`config.mk`:
```
export PLATFORM = sky130hd
export DESIGN_NAME = nah_host
export DESIGN_NICKNAME = d
export VERILOG_FILES = /design/src/rtl/nah_pkg.sv /design/src/rtl/nah_pin_sync.sv /design/src/rtl/nah_host.sv
export SDC_FILE = /design/constraint.sdc
export NUM_CORES = 1
export LEC_CHECK = 0
export ABC_AREA = 1
export ABC_CLOCK_PERIOD_IN_PS = 2800
export BUFFER_PORTS_ARGS = -buffer_cell sky130_fd_sc_hd__buf_4
export CORE_MARGIN = 4
export CORE_UTILIZATION = 40
export CTS_BUF_LIST = sky130_fd_sc_hd__clkbuf_8
export CTS_CLUSTER_DIAMETER = 30
export DETAILED_ROUTE_END_ITERATION = 7
export GPL_TIMING_DRIVEN = 1
export HOLD_SLACK_MARGIN = 0.1
export SLEW_MARGIN = 25
export SYNTH_ARGS = -nofsm -noshare
export SYNTH_HDL_FRONTEND = slang
export SYNTH_SLANG_ARGS = --single-unit
```
`constraint.sdc`:
```
create_clock -name clk_sys -period 2.8 [get_ports clk_sys]
set_clock_uncertainty 0.2 [all_clocks]
set_input_delay 0.28 -clock clk_sys [delete_from_list [all_inputs] [get_ports clk_sys]]
set_output_delay 0.28 -clock clk_sys [all_outputs]
set_load 0.03 [all_outputs]
```
`src/rtl/nah_pkg.sv`:
```
// nah_pkg: constants for the nand identification / address host controller
// assumes 125 MHz clk_sys; strobe and array-load counts derive from it, RB_SETTLE_CYC is a fixed cycle count
package nah_pkg;
    // =====================================================
    // clock and timing
    localparam int CLK_MHZ = 125;
    localparam int STROBE_NS = 40;
    localparam int STROBE_CYC = (STROBE_NS * CLK_MHZ + 999) / 1000;
    localparam int ARRAY_LOAD_TIME_US = 55;
    localparam int ARRAY_LOAD_CYC = ARRAY_LOAD_TIME_US * CLK_MHZ;
    localparam int RB_SETTLE_CYC = 8;
    // =====================================================
    // nand command bytes, zero address byte and status ready mask
    localparam logic [7:0] CMD_READ_ID = 8'h90;
    localparam logic [7:0] CMD_PARAM_PAGE = 8'hec;
    localparam logic [7:0] CMD_DUMMY_READ = 8'h00;
    localparam logic [7:0] CMD_STATUS = 8'h70;
    localparam logic [7:0] ADDR_ZERO = 8'h00;
    localparam logic [7:0] STATUS_READY_BIT = 8'h40;
    // =====================================================
    // address layout
    localparam int COL_W = 13;
    localparam int PAGE_W = 6;
    localparam int BLOCK_W = 13;
    localparam int ADDR_CYCLES = 5;
    // =====================================================
    // avalon register map (byte addresses)
    localparam logic [3:0] REG_CTRL = 4'h0;
    localparam logic [3:0] REG_COLUMN = 4'h4;
    localparam logic [3:0] REG_ROW = 4'h8;
    localparam logic [3:0] REG_STATUS = 4'hc;
    localparam int CTRL_GO = 0;
    localparam int CTRL_OP_LO = 1;
    localparam int CTRL_CE_SEL = 4;
    localparam int CTRL_USE_POLL = 5;
    localparam int CTRL_COUNT_LO = 8;
    // =====================================================
    // operations
    typedef enum logic [1:0] {
        NAH_OP_ID = 2'b00,
        NAH_OP_PARAM = 2'b01,
        NAH_OP_ADDR = 2'b10,
        NAH_OP_STATUS = 2'b11
    } nah_op_t;
endpackage

```
`src/rtl/nah_pin_sync.sv`:
```
// nah_pin_sync: three flip-flop synchroniser for an asynchronous pin
// assumes a level input; output changes once stages two and three agree
`timescale 1ns/1ps
module nah_pin_sync (
    input wire logic clk_sys,
    input wire logic reset,
    input wire logic pin,
    output logic level
);
    logic s1;
    logic s2;
    logic s3;

    // =====================================================
    // capture chain; s1 feeds only s2
    always_ff @(posedge clk_sys) begin
        if (reset) begin
            s1 <= 1'b1;
            s2 <= 1'b1;
            s3 <= 1'b1;
        end else begin
            s1 <= pin;
            s2 <= s1;
            s3 <= s2;
        end
    end

    always_ff @(posedge clk_sys) begin
        if (reset) begin
            level <= 1'b1;
        end else if (s2 == s3) begin
            level <= s3;
        end
    end
endmodule

```
`src/rtl/nah_host.sv`:
```
// nah_host: host-side controller for a dual-die nand, identification and address front end
// assumes nand pins wired directly; software talks through avalon-mm with waitrequest
//
// Register access over Avalon-MM and the register addresses were left to the implementer.
`timescale 1ns/1ps
module nah_host
    import nah_pkg::*;
#(
    parameter int LOAD_CYC = ARRAY_LOAD_CYC
) (
    input wire logic clk_sys,
    input wire logic reset,
    input wire logic [3:0] avs_address,
    input wire logic avs_read,
    input wire logic avs_write,
    input wire logic [31:0] avs_writedata,
    output logic [31:0] avs_readdata,
    output logic avs_waitrequest,
    input wire logic [7:0] io_in,
    output logic [7:0] io_out,
    output logic io_oe,
    output logic cle,
    output logic ale,
    output logic we_n,
    output logic re_n,
    output logic [1:0] ce_n,
    input wire logic ready_busy_n
);
    typedef enum logic [3:0] {
        NAH_IDLE = 4'b0000,
        NAH_CMD = 4'b0001,
        NAH_ADDR = 4'b0010,
        NAH_WAIT = 4'b0011,
        NAH_POLL_CMD = 4'b0100,
        NAH_POLL_RD = 4'b0101,
        NAH_REARM = 4'b0110,
        NAH_READ = 4'b0111,
        NAH_DONE = 4'b1000
    } nah_state_t;

    nah_state_t state;
    logic [31:0] ctrl;
    logic [COL_W-1:0] column;
    logic [PAGE_W+BLOCK_W-1:0] row;
    logic [31:0] id_lo;
    logic [7:0] id_hi;
    logic [7:0] last_byte;
    logic busy;
    logic after_id;
    logic [2:0] phase;
    logic [2:0] addr_idx;
    logic [7:0] rd_count;
    logic [31:0] timer;
    logic [7:0] addr_byte;
    logic rb_level;
    logic [7:0] io_level;
    nah_op_t op;

    nah_pin_sync u_rb (
        .clk_sys(clk_sys),
        .reset(reset),
        .pin(ready_busy_n),
        .level(rb_level)
    );

    // data bus is asynchronous too; each bit settles after four cycles, one cycle inside the five-cycle read strobe
    for (genvar b = 0; b < 8; b++) begin : g_io_sync
        nah_pin_sync u_io (
            .clk_sys(clk_sys),
            .reset(reset),
            .pin(io_in[b]),
            .level(io_level[b])
        );
    end

    assign op = nah_op_t'(ctrl[CTRL_OP_LO +: 2]);

    // =====================================================
    // address byte mux
    always_comb begin
        addr_byte = ADDR_ZERO;
        if (op == NAH_OP_ADDR) begin
            unique case (addr_idx)
                3'd0: addr_byte = column[7:0];
                3'd1: addr_byte = {4'b0000, column[11:8]};
                3'd2: addr_byte = row[7:0];
                3'd3: addr_byte = row[15:8];
                default: addr_byte = {5'b00000, row[18:16]};
            endcase
        end
    end

    // =====================================================
    // avalon slave: registered waitrequest idles high, drops one cycle to accept
    always_ff @(posedge clk_sys) begin
        if (reset) begin
            avs_waitrequest <= 1'b1;
        end else begin
            avs_waitrequest <= !((avs_read || (avs_write && !busy)) && avs_waitrequest);
        end
    end

    always_ff @(posedge clk_sys) begin
        if (reset) begin
            avs_readdata <= 32'h0000_0000;
        end else if (avs_read && avs_waitrequest) begin
            unique case (avs_address)
                REG_CTRL: avs_readdata <= ctrl;
                REG_COLUMN: avs_readdata <= {19'h0_0000, column};
                REG_ROW: avs_readdata <= {13'h0000, row};
                REG_STATUS: avs_readdata <= {id_hi, last_byte, 15'h0000, busy};
                default: avs_readdata <= id_lo;
            endcase
        end
    end

    always_ff @(posedge clk_sys) begin
        if (reset) begin
            ctrl <= 32'h0000_0000;
            column <= '0;
            row <= '0;
        end else if (avs_write && !avs_waitrequest) begin
            unique case (avs_address)
                REG_CTRL: ctrl <= avs_writedata;
                REG_COLUMN: column <= avs_writedata[COL_W-1:0];
                REG_ROW: row <= avs_writedata[PAGE_W+BLOCK_W-1:0];
                default: ;
            endcase
        end else if (state == NAH_DONE) begin
            ctrl[CTRL_GO] <= 1'b0;
        end
    end

    // =====================================================
    // pin sequencer; each step is a strobe low then high phase
    always_ff @(posedge clk_sys) begin
        if (reset) begin
            state <= NAH_IDLE;
            busy <= 1'b0;
            phase <= 3'd0;
            addr_idx <= 3'd0;
            rd_count <= 8'h00;
            timer <= 32'h0000_0000;
            after_id <= 1'b0;
            io_out <= 8'h00;
            io_oe <= 1'b0;
            cle <= 1'b0;
            ale <= 1'b0;
            we_n <= 1'b1;
            re_n <= 1'b1;
            ce_n <= 2'b11;
            last_byte <= 8'h00;
            id_lo <= 32'h0000_0000;
            id_hi <= 8'h00;
        end else begin
            unique case (state)
                NAH_IDLE: begin
                    if (ctrl[CTRL_GO] && !avs_write) begin
                        busy <= 1'b1;
                        ce_n <= ctrl[CTRL_CE_SEL] ? 2'b01 : 2'b10;
                        phase <= 3'd0;
                        addr_idx <= 3'd0;
                        rd_count <= 8'h00;
                        state <= NAH_CMD;
                    end
                end
                NAH_CMD: begin
                    phase <= phase + 3'd1;
                    if (phase == 3'd0) begin
                        cle <= 1'b1;
                        io_oe <= 1'b1;
                        we_n <= 1'b0;
                        unique case (op)
                            NAH_OP_ID: io_out <= CMD_READ_ID;
                            NAH_OP_PARAM: io_out <= CMD_PARAM_PAGE;
                            NAH_OP_STATUS: io_out <= after_id ? CMD_DUMMY_READ : CMD_STATUS;
                            default: io_out <= CMD_DUMMY_READ;
                        endcase
                    end else if (phase == 3'(STROBE_CYC)) begin
                        we_n <= 1'b1;
                    end else if (phase == 3'(STROBE_CYC + 1)) begin
                        cle <= 1'b0;
                        phase <= 3'd0;
                        if (op == NAH_OP_STATUS && after_id) begin
                            after_id <= 1'b0;
                        end else if (op == NAH_OP_STATUS) begin
                            io_oe <= 1'b0;
                            state <= NAH_READ;
                        end else begin
                            after_id <= (op == NAH_OP_ID);
                            state <= NAH_ADDR;
                        end
                    end
                end
                NAH_ADDR: begin
                    phase <= phase + 3'd1;
                    if (phase == 3'd0) begin
                        ale <= 1'b1;
                        io_out <= addr_byte;
                        we_n <= 1'b0;
                    end else if (phase == 3'(STROBE_CYC)) begin
                        we_n <= 1'b1;
                    end else if (phase == 3'(STROBE_CYC + 1)) begin
                        phase <= 3'd0;
                        if (op == NAH_OP_ADDR && addr_idx != 3'(ADDR_CYCLES - 1)) begin
                            addr_idx <= addr_idx + 3'd1;
                        end else begin
                            ale <= 1'b0;
                            io_oe <= 1'b0;
                            timer <= 32'h0000_0000;
                            state <= (op == NAH_OP_PARAM) ? NAH_WAIT
                                : (op == NAH_OP_ID) ? NAH_READ : NAH_DONE;
                        end
                    end
                end
                NAH_WAIT: begin
                    // busy may take a few cycles to appear, so ready counts only after a settle
                    timer <= timer + 32'd1;
                    if (ctrl[CTRL_USE_POLL]) begin
                        state <= NAH_POLL_CMD;
                        phase <= 3'd0;
                    end else if (timer >= 32'(LOAD_CYC)
                        || (timer > 32'(RB_SETTLE_CYC) && rb_level)) begin
                        state <= NAH_READ;
                    end
                end
                NAH_POLL_CMD, NAH_REARM: begin
                    phase <= phase + 3'd1;
                    if (phase == 3'd0) begin
                        cle <= 1'b1;
                        io_oe <= 1'b1;
                        io_out <= (state == NAH_REARM) ? CMD_DUMMY_READ : CMD_STATUS;
                        we_n <= 1'b0;
                    end else if (phase == 3'(STROBE_CYC)) begin
                        we_n <= 1'b1;
                    end else if (phase == 3'(STROBE_CYC + 1)) begin
                        cle <= 1'b0;
                        io_oe <= 1'b0;
                        phase <= 3'd0;
                        rd_count <= 8'h00;
                        state <= (state == NAH_REARM) ? NAH_READ : NAH_POLL_RD;
                    end
                end
                NAH_POLL_RD, NAH_READ: begin
                    phase <= phase + 3'd1;
                    if (state == NAH_READ && rd_count == ctrl[CTRL_COUNT_LO +: 8]) begin
                        state <= NAH_DONE;
                    end else if (phase == 3'd0) begin
                        re_n <= 1'b0;
                    end else if (phase == 3'(STROBE_CYC)) begin
                        re_n <= 1'b1;
                        last_byte <= io_level;
                        if (state == NAH_POLL_RD) begin
                            if ((io_level & STATUS_READY_BIT) != 8'h00) begin
                                state <= NAH_REARM;
                                phase <= 3'd0;
                            end
                        end else if (op == NAH_OP_ID && rd_count < 8'd4) begin
                            id_lo <= {io_level, id_lo[31:8]};
                        end else if (op == NAH_OP_ID && rd_count == 8'd4) begin
                            id_hi <= io_level;
                        end
                        rd_count <= rd_count + 8'd1;
                    end else if (phase == 3'(STROBE_CYC + 1)) begin
                        phase <= 3'd0;
                    end
                end
                NAH_DONE: begin
                    ce_n <= 2'b11;
                    busy <= 1'b0;
                    state <= NAH_IDLE;
                end
                default: state <= NAH_IDLE;
            endcase
        end
    end
endmodule

```
==> out/qor.yml, run 1 <==
run_status:
  status: "complete, no violations"
floorplanning:
  fp.coreArea_sq_um: 28100
  start_util_pct: 41.0
  rows: 61
  die_area_sq_um: 31600
  die_h_microns: 178
  ios: 97
  die_w_microns: 178
sta:
  period_needed_ns: 2.54
  finalSetupTns_ns: 0
  rsz0062_at_grt: "no"
  setup_ws_ns: 0.256
  timing.final.crit_share_pct: 90.9
  finalHoldViolCount: 0
  max_slew_margin_pct: 42.1
  slew_viol_final: 0
  setup_viol: 0
  tightest_slew_ns: 0.868
  fmax_mhz: 393
finish:
  postLayoutCoreUtil_pct: 52.1
  nFillCells: 2818
  fin_cells: 2172
  antenna-diode-count: 0
  drive_gt1_share_pct: 17.2
  nets: 1809
  area_growth_pct: 26.9
place:
  port_buffers: 96
  gp_congestion: 0.941
  hpwl_microns: 24000
  place_ws_ns: 0.290
  placed_cells: 2011
route:
  drc: 0
  antenna_left: 0
  routed_wl_microns: 34700
  num_vias: 11100
  wl_per_cell_microns: 16.0
  vias_per_cell: 5.10
  drtIter0Drc: 870
  dr.pass1.iters: 5
clock_tree:
  clk_pin_slew_ns: 0.06
  cts_tree: "done"
  clockBufferDepth: 3
  htreeDepth: 2
  numCtsBuffers: 59
  cts_sinks: 248
  clock-root-buffer: "clkbuf_8"
  clk_latency_ns: 0.59
critical_path:
  r2r_slack_ns: 0.28
  max_stage_delay_ns: 0.70
  r2r-end: "timer[6]"
  crit_start: "avs_address[0]"
  r2r_cells: 12
  startpoint_type: "input port"
  crit_path_end_kind: "flop"
  r2r-start: "phase[1]"
  worstSetupPathType: "input port to flop"
  crit_fanout: 11
  crit_slowest_cell: "dlygate4sd3_1"
  path_cells: "dlygate4sd3_1 > buf_4 > nor2_2 > dlygate4sd3_1 > nand3_1 > dlygate4sd3_1 > a21oi_1"
  critPathRequiredTime_ns: 3.13
  arrival_ns: 2.87
  critical_path.most_common_cell: "dlygate4sd3_1"
pwr:
  p_per_area_nw_per_um2: 792
  leakage_nw: 5.89
  peakVddDrop_mv: 0.356
synthesis:
  synthCells: 1588
  synth_area_leaders: "dfxtp_1 (43%), nand2_1 (8.1%), a21oi_1 (7.0%)"
  ys_warn_count: 0
  ys_ff_latch: 248
  synth_top_cells_by_count: "dfxtp_1 (248), nand2_1 (248), nor2_1 (197)"
  synth_edf_count: 0
  ys_dominant_reg_cell: "dfxtp_1"
  netlist_area_sq_um: 11500
  synth_xor_xnor_area_share_pct: 0.988
  syn-num-nets: 1650
  synth_top_family_by_area: "simple AND/OR/NAND/NOR gates"
  synthMuxAreaShare_pct: 0
  yosys.area_share.simple_pct: 24.3
  yosys.area_share.adder_pct: 1.41
  yosys.area.top_type_share_pct: 43.1
  post_synth_num_cell_types: 55
  synth_largest_area_cell: "dfxtp_1"
  synth_compound_area_share_pct: 20.3
  synth.yosys.seq_area_share_pct: 43.1
  async_reset_ff_share_pct: 0
  syn_area_per_cell_sq_um: 7.26
min_path:
  min_path_type: "input port to flop"
  min_to: "avs_readdata[0]"
  hp-start: "avs_address[1]"
  hold_path_depth: 5
global_routing:
  grt_pass1_vias: 10400
  grt_max_degree: 90
  grt_overflow: 0
  antenna_found_initial: 0
  grt_pass1_wl_microns: 55400
  track_usage_pct: 21.6
run:
  cap_viol_max_count: 0
stage by stage:
| stage | power, W | area [sq um] | hold slack (ns) |
|---|---|---|---|
| finish | 0.0116 | 14600 | 0.131 |
| global placement | 0.00611 | 12500 | 0.193 |
| CTS | 0.0117 | 14600 | 0.111 |
| detailed placement | 0.00612 | 12500 | 0.195 |
| floorplan | 0.00552 | 11500 | 0.184 |
| global route | 0.0122 | 14600 | 0.162 |
power by group:
group	leakage (nW)	internal, W	switching [W]
registers	2.01	0.00371	0.000165
clock network	0.797	0.00365	0.00180
logic	3.08	0.000748	0.00150
sequential cells by signal, indices dropped and copies added (netlist names), 2 cells and up:
signal	count
g_io_sync.u_io.s2	8
id_hi	8
timer	32
g_io_sync.u_io.s3	8
id_lo	32
addr_idx	3
g_io_sync.u_io.s1	8
io_out	8
g_io_sync.u_io.level	8
phase	3
column	13
ce_n	2
state	4
row	19
last_byte	8
rd_count	8
avs_readdata	32
ctrl	32
worst max path at each step:
stage | end | slack [ns]
2_1_floorplan | timer[7] | 0.81
3_3_place_gp | timer[10] | 0.40
3_5_place_dp | timer[6] | 0.29
4_1_cts | ctrl[27] | 0.18
5_1_grt | timer[7] | 0.08
6_report | column[12] | 0.26
layout by cell type, fill, tap and decap left out, types with 5 or more instances in the layout:
| cell | netlist | routed |
|---|---|---|
| nor2_1 | 197 | 197 |
| a31oi_1 | 7 | 7 |
| a221oi_1 | 24 | 24 |
| o21ai_0 | 139 | 139 |
| clkinvlp_4 | 0 | 6 |
| nor2_4 | 7 | 7 |
| nand4_1 | 15 | 15 |
| bufinv_16 | 0 | 15 |
| clkinv_2 | 0 | 10 |
| a21oi_1 | 162 | 162 |
| buf_4 | 5 | 113 |
| dfxtp_1 | 248 | 248 |
| or2_2 | 28 | 28 |
| nor2_2 | 10 | 10 |
| nand2_2 | 6 | 6 |
| o221ai_1 | 9 | 9 |
| nand2_1 | 248 | 248 |
| xnor2_1 | 5 | 5 |
| o21ai_1 | 32 | 32 |
| xor2_1 | 8 | 8 |
| inv_1 | 195 | 199 |
| nand3_1 | 51 | 51 |
| o22ai_1 | 17 | 17 |
| ha_1 | 13 | 13 |
| dlygate4sd3_1 | 0 | 51 |
| nor3_1 | 22 | 22 |
| o21a_1 | 10 | 10 |
| nand3_2 | 6 | 6 |
| inv_2 | 12 | 12 |
| nand3b_1 | 6 | 6 |
| clkbuf_8 | 0 | 69 |
critical path, delay by kind of cell:
family,cells,cell delay [ns]
AOI/OAI and AO/OA,1,0.13
and+or+nand+nor,2,0.50
buffers and inverters,4,1.96
cell families after synthesis:
kind of cell    after synthesis
compound gates              419
xor+xnor                     13
fa+ha+maj                    13
buf+inv                     281
flops                       248
simple gates                614
repair_timing:
action | 4_1_cts | 5_1_grt
hold buffers | 51 | 0
hold endpoints to repair | 84 | 0
setup buffers | 0 | 1
resized for setup | 0 | 1
setup endpoints to repair | 0 | 3
final cells by class:
class	count	area (sq um)	share of cell area, %
Multi-Input combinational cell	1059	5420	37.1
Sequential cell	248	4960	33.9
Timing Repair Buffer	166	1400	9.57
Clock buffer	69	950	6.49
Inverter	212	808	5.53
Clock inverter	39	601	4.11
Tap cell	378	473	3.23
Timing Repair inverter	1	5.00	0.0342
routing by layer:
| metal | global-route usage, % | part of all wire [%] | routed length (microns) | up-vias |
|---|---|---|---|---|
| met1 | 30.5 | 47 | 16300 | 5097 |
| li1 | - | - | - | 5564 |
| met3 | 4.07 | 6.2 | 2160 | 61 |
| met2 | 33.6 | 44 | 15500 | 359 |
| met4 | 6.45 | 2.3 | 791 | 0 |
| met5 | 0 | 0 | 0 | - |
Note: power is estimated with default switching activity, not from simulation.
==> inputs of run 2 (changes only) <==
Settings changed: GPL_TIMING_DRIVEN 1 to 0.
==> out/qor.yml, run 2 (synthesized netlist as in run 1, its figures left out) <==
floorplanning:
  die_area_sq_um: 31600  # unchanged
  ios: 97  # unchanged
  die_w_microns: 178  # unchanged
  rows: 61  # unchanged
  start_util_pct: 41.0  # unchanged
  fp.coreArea_sq_um: 28100  # unchanged
  die_h_microns: 178  # unchanged
route:
  wl_met2_microns: 17100  # +11%
  routed_wl_microns: 38600  # +11%
  drtIter0Drc: 986  # +13%
  antenna_left: 0  # unchanged
  num_vias: 11400  # +3.1%
  met1_length_microns: 17800  # +8.7%
  highest_layer: "met5"
  wl_met3_microns: 2810  # +30%
  dr.pass1.iters: 5  # unchanged
  wl_per_cell_microns: 17.5  # +9.4%
  vias_per_cell: 5.18  # +1.5%
  drc: 0  # unchanged
clock_tree:
  cts_tree: "done"
  clk_latency_ns: 0.61  # +0.02 ns
  numCtsBuffers: 54  # -8.5%
  postCtsResizedCells: 0  # unchanged
  htreeDepth: 2  # unchanged
  cts_sinks: 248  # unchanged
  clockBufferDepth: 3  # unchanged
  clk_pin_slew_ns: 0.06  # about the same
  clock-root-buffer: "clkbuf_8"
global_routing:
  antenna_found_initial: 1  # +1
  grt_max_degree: 16  # -82%
  grt_pass1_wl_microns: 60100  # +8.5%
  grt_overflow: 0  # unchanged
  track_usage_pct: 24.2  # +2.6 points
  grt_pass1_vias: 10800  # +4.2%
pwr:
  seqPwrFrac_pct: 36.4  # +2.9 points
  swShare_pct: 33.0  # +3.1 points
  p_per_area_nw_per_um2: 734  # -7.3%
  peakVddDrop_mv: 0.365  # +2.6%
  p_switching_w: 0.00349  # +0.69%
  p_comb_share_pct: 22.6  # +3.2 points
  p_int_w: 0.00708  # -13%
  power_frac_clock_pct: 41.0  # -6.1 points
  leakage_nw: 5.74  # -2.6%
critical_path:
  crit_fanout: 10  # -1
  worstSetupPathType: "flop to flop"
  arrival_ns: 2.86  # about the same
  r2r-end: "ctrl[31]"
  critPathRequiredTime_ns: 3.08  # -0.05 ns
  startpoint_type: "flop"
  crit_path_end_kind: "flop"
  r2r-start: "avs_waitrequest"
  r2r_cells: 8  # -4
  r2r_slack_ns: 0.22  # -0.06 ns
finish:
  nets: 1847  # +2.1%
  antenna-diode-count: 0  # unchanged
  postLayoutCoreUtil_pct: 51.2  # -0.85 points
  drive_gt1_share_pct: 16.3  # -0.97 points
  layout_common_cells: "nand2_1 (248), dfxtp_1 (248), inv_1 (203)"
  fin_cells: 2205  # +1.5%
  final_cell_area_sq_um: 14400  # -1.6%
  area_growth_pct: 24.8
  nFillCells: 2870  # +1.8%
sta:
  slew_viol_final: 0  # unchanged
  setup_viol: 0  # unchanged
  timing.final.crit_share_pct: 92.1  # +1.3 points
  finalHoldViolCount: 0  # unchanged
  finalSetupTns_ns: 0  # unchanged
  max_slew_margin_pct: 43.9  # +1.8 points
  hold_ws_ns: 0.0999  # -0.0307 ns
  tightest_slew_ns: 0.841  # -0.0272 ns
  rsz0062_at_grt: "no"
  period_needed_ns: 2.58  # +0.0357 ns
  fmax_mhz: 388  # -1.4%
place:
  dpl-instance-area_sq_um: 12700  # +1.3%
  port_buffers: 95  # -1.0%
  gp_congestion: 0.950  # +0.93%
  hpwl_microns: 28600  # +19%
  placed_cells: 2061  # +2.5%
min_path:
  hold_path_depth: 3  # -2
  min_to: "ce_n[0]"
  min_path_type: "input port to flop"
  hp-start: "reset"
run:
  cap_viol_max_count: 0  # unchanged
run_status:
  status: "complete, no violations"
-- run 2: cell types whose count changed in the layout (fill, tap and decap cells not counted), sizes merged --
cell         delta
clkbuf         +39
bufinv         -10
buf             +5
dlygate4sd3     -5
inv             +3
clkinvlp        +2
clkinv          -1
-- run 2: final cells by class --
class	instances	area (sq um)	share of cell area, %
plain buffers	69	332	2.30
clock buffers	64	881	6.12
clock inverters	34	334	2.32
inverters	212	803	5.58
multi-input cells	1059	5420	37.7
flip-flops and latches	248	4960	34.5
well taps	378	473	3.29
repair buffers	141	1170	8.16
-- run 2: timing repair --
| action | 4_1_cts | 5_1_grt |
|---|---|---|
| setup endpoints to repair | 0 | 0 |
| hold buffers | 46 | 0 |
| hold endpoints to repair | 77 | 0 |
| setup buffers | 0 | 0 |
-- run 2: worst max-delay path: stages (launching register included) --
cell and delay (ns):
dfxtp_1 0.38, nor2_2 0.44, inv_1 0.15, nor2_2 0.45
inv_1 0.15, buf_2 0.22, buf_2 0.21, nor2_1 0.17
nor2_1 0.07
-- run 2: worst max-delay path by stage --
stage,startpoint,end,slack (ns)
after detailed placement,reset,last_byte[7],0.14
after global placement,reset,last_byte[7],0.21
after CTS,avs_waitrequest,ctrl[31],0.28
final,avs_waitrequest,ctrl[31],0.22
after floorplan,phase[1],timer[7],0.81
after global routing,avs_waitrequest,ctrl[31],0.18
-- run 2: metrics by stage --
stage	setup slack [ns]	power [W]
after floorplan	0.806	0.00552
after global placement	0.206	0.00621
after detailed placement	0.145	0.00623
after CTS	0.283	0.0106
after global routing	0.176	0.0111
final	0.220	0.0106
-- run 2: routing by layer --
metal / global-route usage, % / up-vias
li1: - / 5640
met1: 34.6 / 5337
met5: 0 / -
met4: 6.86 / 2
met2: 37.8 / 372
met3: 3.92 / 70
-- run 2: power groups by stage --
| stage | Sequential (W) | Clock, W | Combinational [W] |
|---|---|---|---|
| 6_report | 0.00384 | 0.00434 | 0.00238 |
| 5_1_grt | 0.00386 | 0.00459 | 0.00263 |
| 4_1_cts | 0.00385 | 0.00441 | 0.00237 |
| 3_5_place_dp | 0.00392 | 0 | 0.00231 |
| 3_3_place_gp | 0.00391 | 0 | 0.00230 |
| 2_1_floorplan | 0.00405 | 0 | 0.00147 |
==> inputs of run 3 (changes only) <==
Settings changed: SYNTH_HIERARCHICAL set to 1.
==> out/qor.yml, run 3 <==
critical_path:
  path_cells: "inv_1 > ha_1 > inv_1 > nor2_1 > inv_1 > nor2_1 > inv_1 > nor3_1 > a21oi_1"
  crit_path_end_kind: "flop"
  crit_slowest_cell: "nor2_1"
  startpoint_type: "flop"
  worstSetupPathType: "flop to flop"
  r2r_slack_ns: 0.26  # +0.04 ns
  max_stage_delay_ns: 0.48  # +0.03 ns
  critPathBufInv: 4  # unchanged
  critical_path.most_common_cell: "inv_1"
  critical_path.top_delay_family: "simple AND/OR/NAND/NOR gates"
  critPathRequiredTime_ns: 3.06  # -0.02 ns
  arrival_ns: 2.80  # -0.06 ns
  crit_fanout: 7  # -3
floorplanning:
  die_area_sq_um: 31000  # -1.8%
  rows: 61  # unchanged
  start_util_pct: 40.6  # -0.44 points
  ios: 97  # unchanged
  die_h_microns: 176  # -0.89%
  fp.coreArea_sq_um: 27900  # -0.81%
  die_w_microns: 176  # -0.89%
synthesis:
  syn-num-nets: 1655  # +0.30%
  synthCells: 1593  # +0.31%
  synth_edf_count: 0  # unchanged
  synth.yosys.seq_area_share_pct: 43.9  # +0.82 points
  ys_dominant_reg_cell: "dfxtp_1"
  netlist_area_sq_um: 11300  # -1.9%
  synth_area_leaders: "dfxtp_1 (44%), nand2_1 (9.0%), a21oi_1 (7.4%)"
  syn_area_per_cell_sq_um: 7.10  # -2.2%
  ys_ff_latch: 248  # unchanged
  yosys.area.top_type_share_pct: 43.9  # +0.82 points
  post_synth_num_cell_types: 47  # -15%
  async_reset_ff_share_pct: 0  # unchanged
  yosysMostFrequentCell: "nand2_1"
  synth_top_cells_by_count: "nand2_1 (271), dfxtp_1 (248), inv_1 (217)"
  synth_largest_area_cell: "dfxtp_1"
  ys_warn_count: 6  # +6
global_routing:
  grt_overflow: 0  # unchanged
  grt_pass1_wl_microns: 58700  # -2.3%
  track_usage_pct: 23.8  # -0.39 points
  antenna_found_initial: 0  # -1
  grt_max_degree: 28  # +12
  grt_pass1_vias: 10700  # -0.84%
finish:
  nets: 1865  # +0.97%
  drive_gt1_share_pct: 13.2  # -3.0 points
  area_growth_pct: 27.8
  final-seq-area_sq_um: 4960  # unchanged
  nFillCells: 2814  # -2.0%
  layout_common_cells: "nand2_1 (271), dfxtp_1 (248), inv_1 (226)"
  final_common_cell: "nand2_1"
  multi_input_area_sq_um: 5250  # -3.1%
sta:
  fmax_mhz: 394  # +1.5%
  rsz0062_at_grt: "no"
  max_slew_margin_pct: 45.0  # +1.1 points
  setup_viol: 0  # unchanged
  slew_viol_final: 0  # unchanged
  timing.final.crit_share_pct: 90.7  # -1.4 points
  setup_ws_ns: 0.259  # +0.0390 ns
  finalHoldViolCount: 0  # unchanged
  period_needed_ns: 2.54  # -0.0390 ns
  finalSetupTns_ns: 0  # unchanged
  tightest_slew_ns: 0.825  # -0.0161 ns
clock_tree:
  clk_pin_slew_ns: 0.06  # about the same
  htreeDepth: 2  # unchanged
  post_cts_buffers: 0  # unchanged
  numCtsBuffers: 57  # +5.6%
  clock-root-buffer: "clkbuf_8"
  cts_sinks: 248  # unchanged
  cts_tree: "done"
  clk_latency_ns: 0.60  # about the same
  clockBufferDepth: 3  # unchanged
run:
  cap_viol_max_count: 0  # unchanged
pwr:
  p_per_area_nw_per_um2: 759  # +3.4%
  leakage_nw: 5.92  # +3.2%
  peakVddDrop_mv: 0.472  # +29%
  power_w: 0.0110  # +3.8%
place:
  gp_congestion: 0.950  # about the same
  port_buffers: 96  # +1.1%
  hpwl_microns: 27700  # -3.4%
  place_ws_ns: -0.243  # -0.388 ns
route:
  drc: 0  # unchanged
  antenna_left: 0  # unchanged
  routed_wl_microns: 37600  # -2.4%
  drtIter0Drc: 845  # -14%
  dr.pass1.iters: 5  # unchanged
  wl_per_cell_microns: 16.9  # -3.3%
  vias_per_cell: 5.11  # -1.3%
  num_vias: 11400  # -0.42%
min_path:
  min_path_type: "input port to flop"
run_status:
  status: "complete, no violations"
## run 3: path summary, 6_finish.rpt
kind / startpoint / end / cells past startpoint
setup / recovery: phase[0] / io_out[6] / 9
hold / removal: avs_address[3] / column[2] / 5
setup reg to reg: phase[0] / io_out[6] / 9
hold reg to reg: g_io_sync[7].u_io/s1 / g_io_sync[7].u_io/s2 / 1
## run 3: report_power, final
group          leakage [nW]  switching (W)  internal, W
clock network         0.728        0.00177      0.00316
registers              2.01       0.000141      0.00372
logic                  3.18        0.00148     0.000704
total                  5.92        0.00339      0.00758
## run 3: cell families after synthesis
kind of cell,share of synthesized area [%]
AO/OA/AOI/OAI,20.3
buffers and inverters,9.70
AND/OR/NAND/NOR,24.0
flip-flops,43.9
XOR/XNOR,0.620
adder cells (fa/ha/maj),1.44
## run 3: timing repair
action | CTS | global route
setup endpoints to repair | 0 | 1
hold endpoints to repair | 105 | 0
hold buffers | 55 | 0
gates resized for setup | 0 | 1
## run 3: routing by layer
metal  vias to the layer above  share of wire (%)  global-route usage, %
met4                         0                2.6                   7.12
met2                       373                 45                   37.9
li1                       5680                  -                      -
met1                      5238                 46                   33.0
met5                         -                  0                      0
met3                        82                6.9                   4.48
## run 3: per-stage QoR
| step | cell area [sq um] | utilization (%) | hold WS (ns) | cells |
|---|---|---|---|---|
| after CTS | 14400 | 51.8 | 0.125 | 2224 |
| after global routing | 14400 | 51.9 | 0.185 | 2224 |
| after global placement | 12500 | 44.9 | 0.189 | 2067 |
| after detailed placement | 12500 | 44.9 | 0.191 | 2067 |
| after floorplan | 11300 | - | 0.160 | 1593 |
| final | 14500 | 51.9 | 0.156 | 2225 |
## run 3: final cells by class
class                      instances  share of cell area [%]
antenna                            1                  0.0173
buffer                            57                    1.70
clock buffer                      69                    6.57
clock inverter                    33                    2.96
inverter                         227                    5.90
multi-input combinational       1061                    36.4
sequential                       248                    34.4
tap                              378                    3.27
timing repair buffer             151                    8.87
## run 3: tightest hold or removal path, delay by kind of cell
family | cells | cell delay, ns
simple gates | 2 | 0.30
buf+inv | 1 | 0.10
compound gates | 2 | 0.22
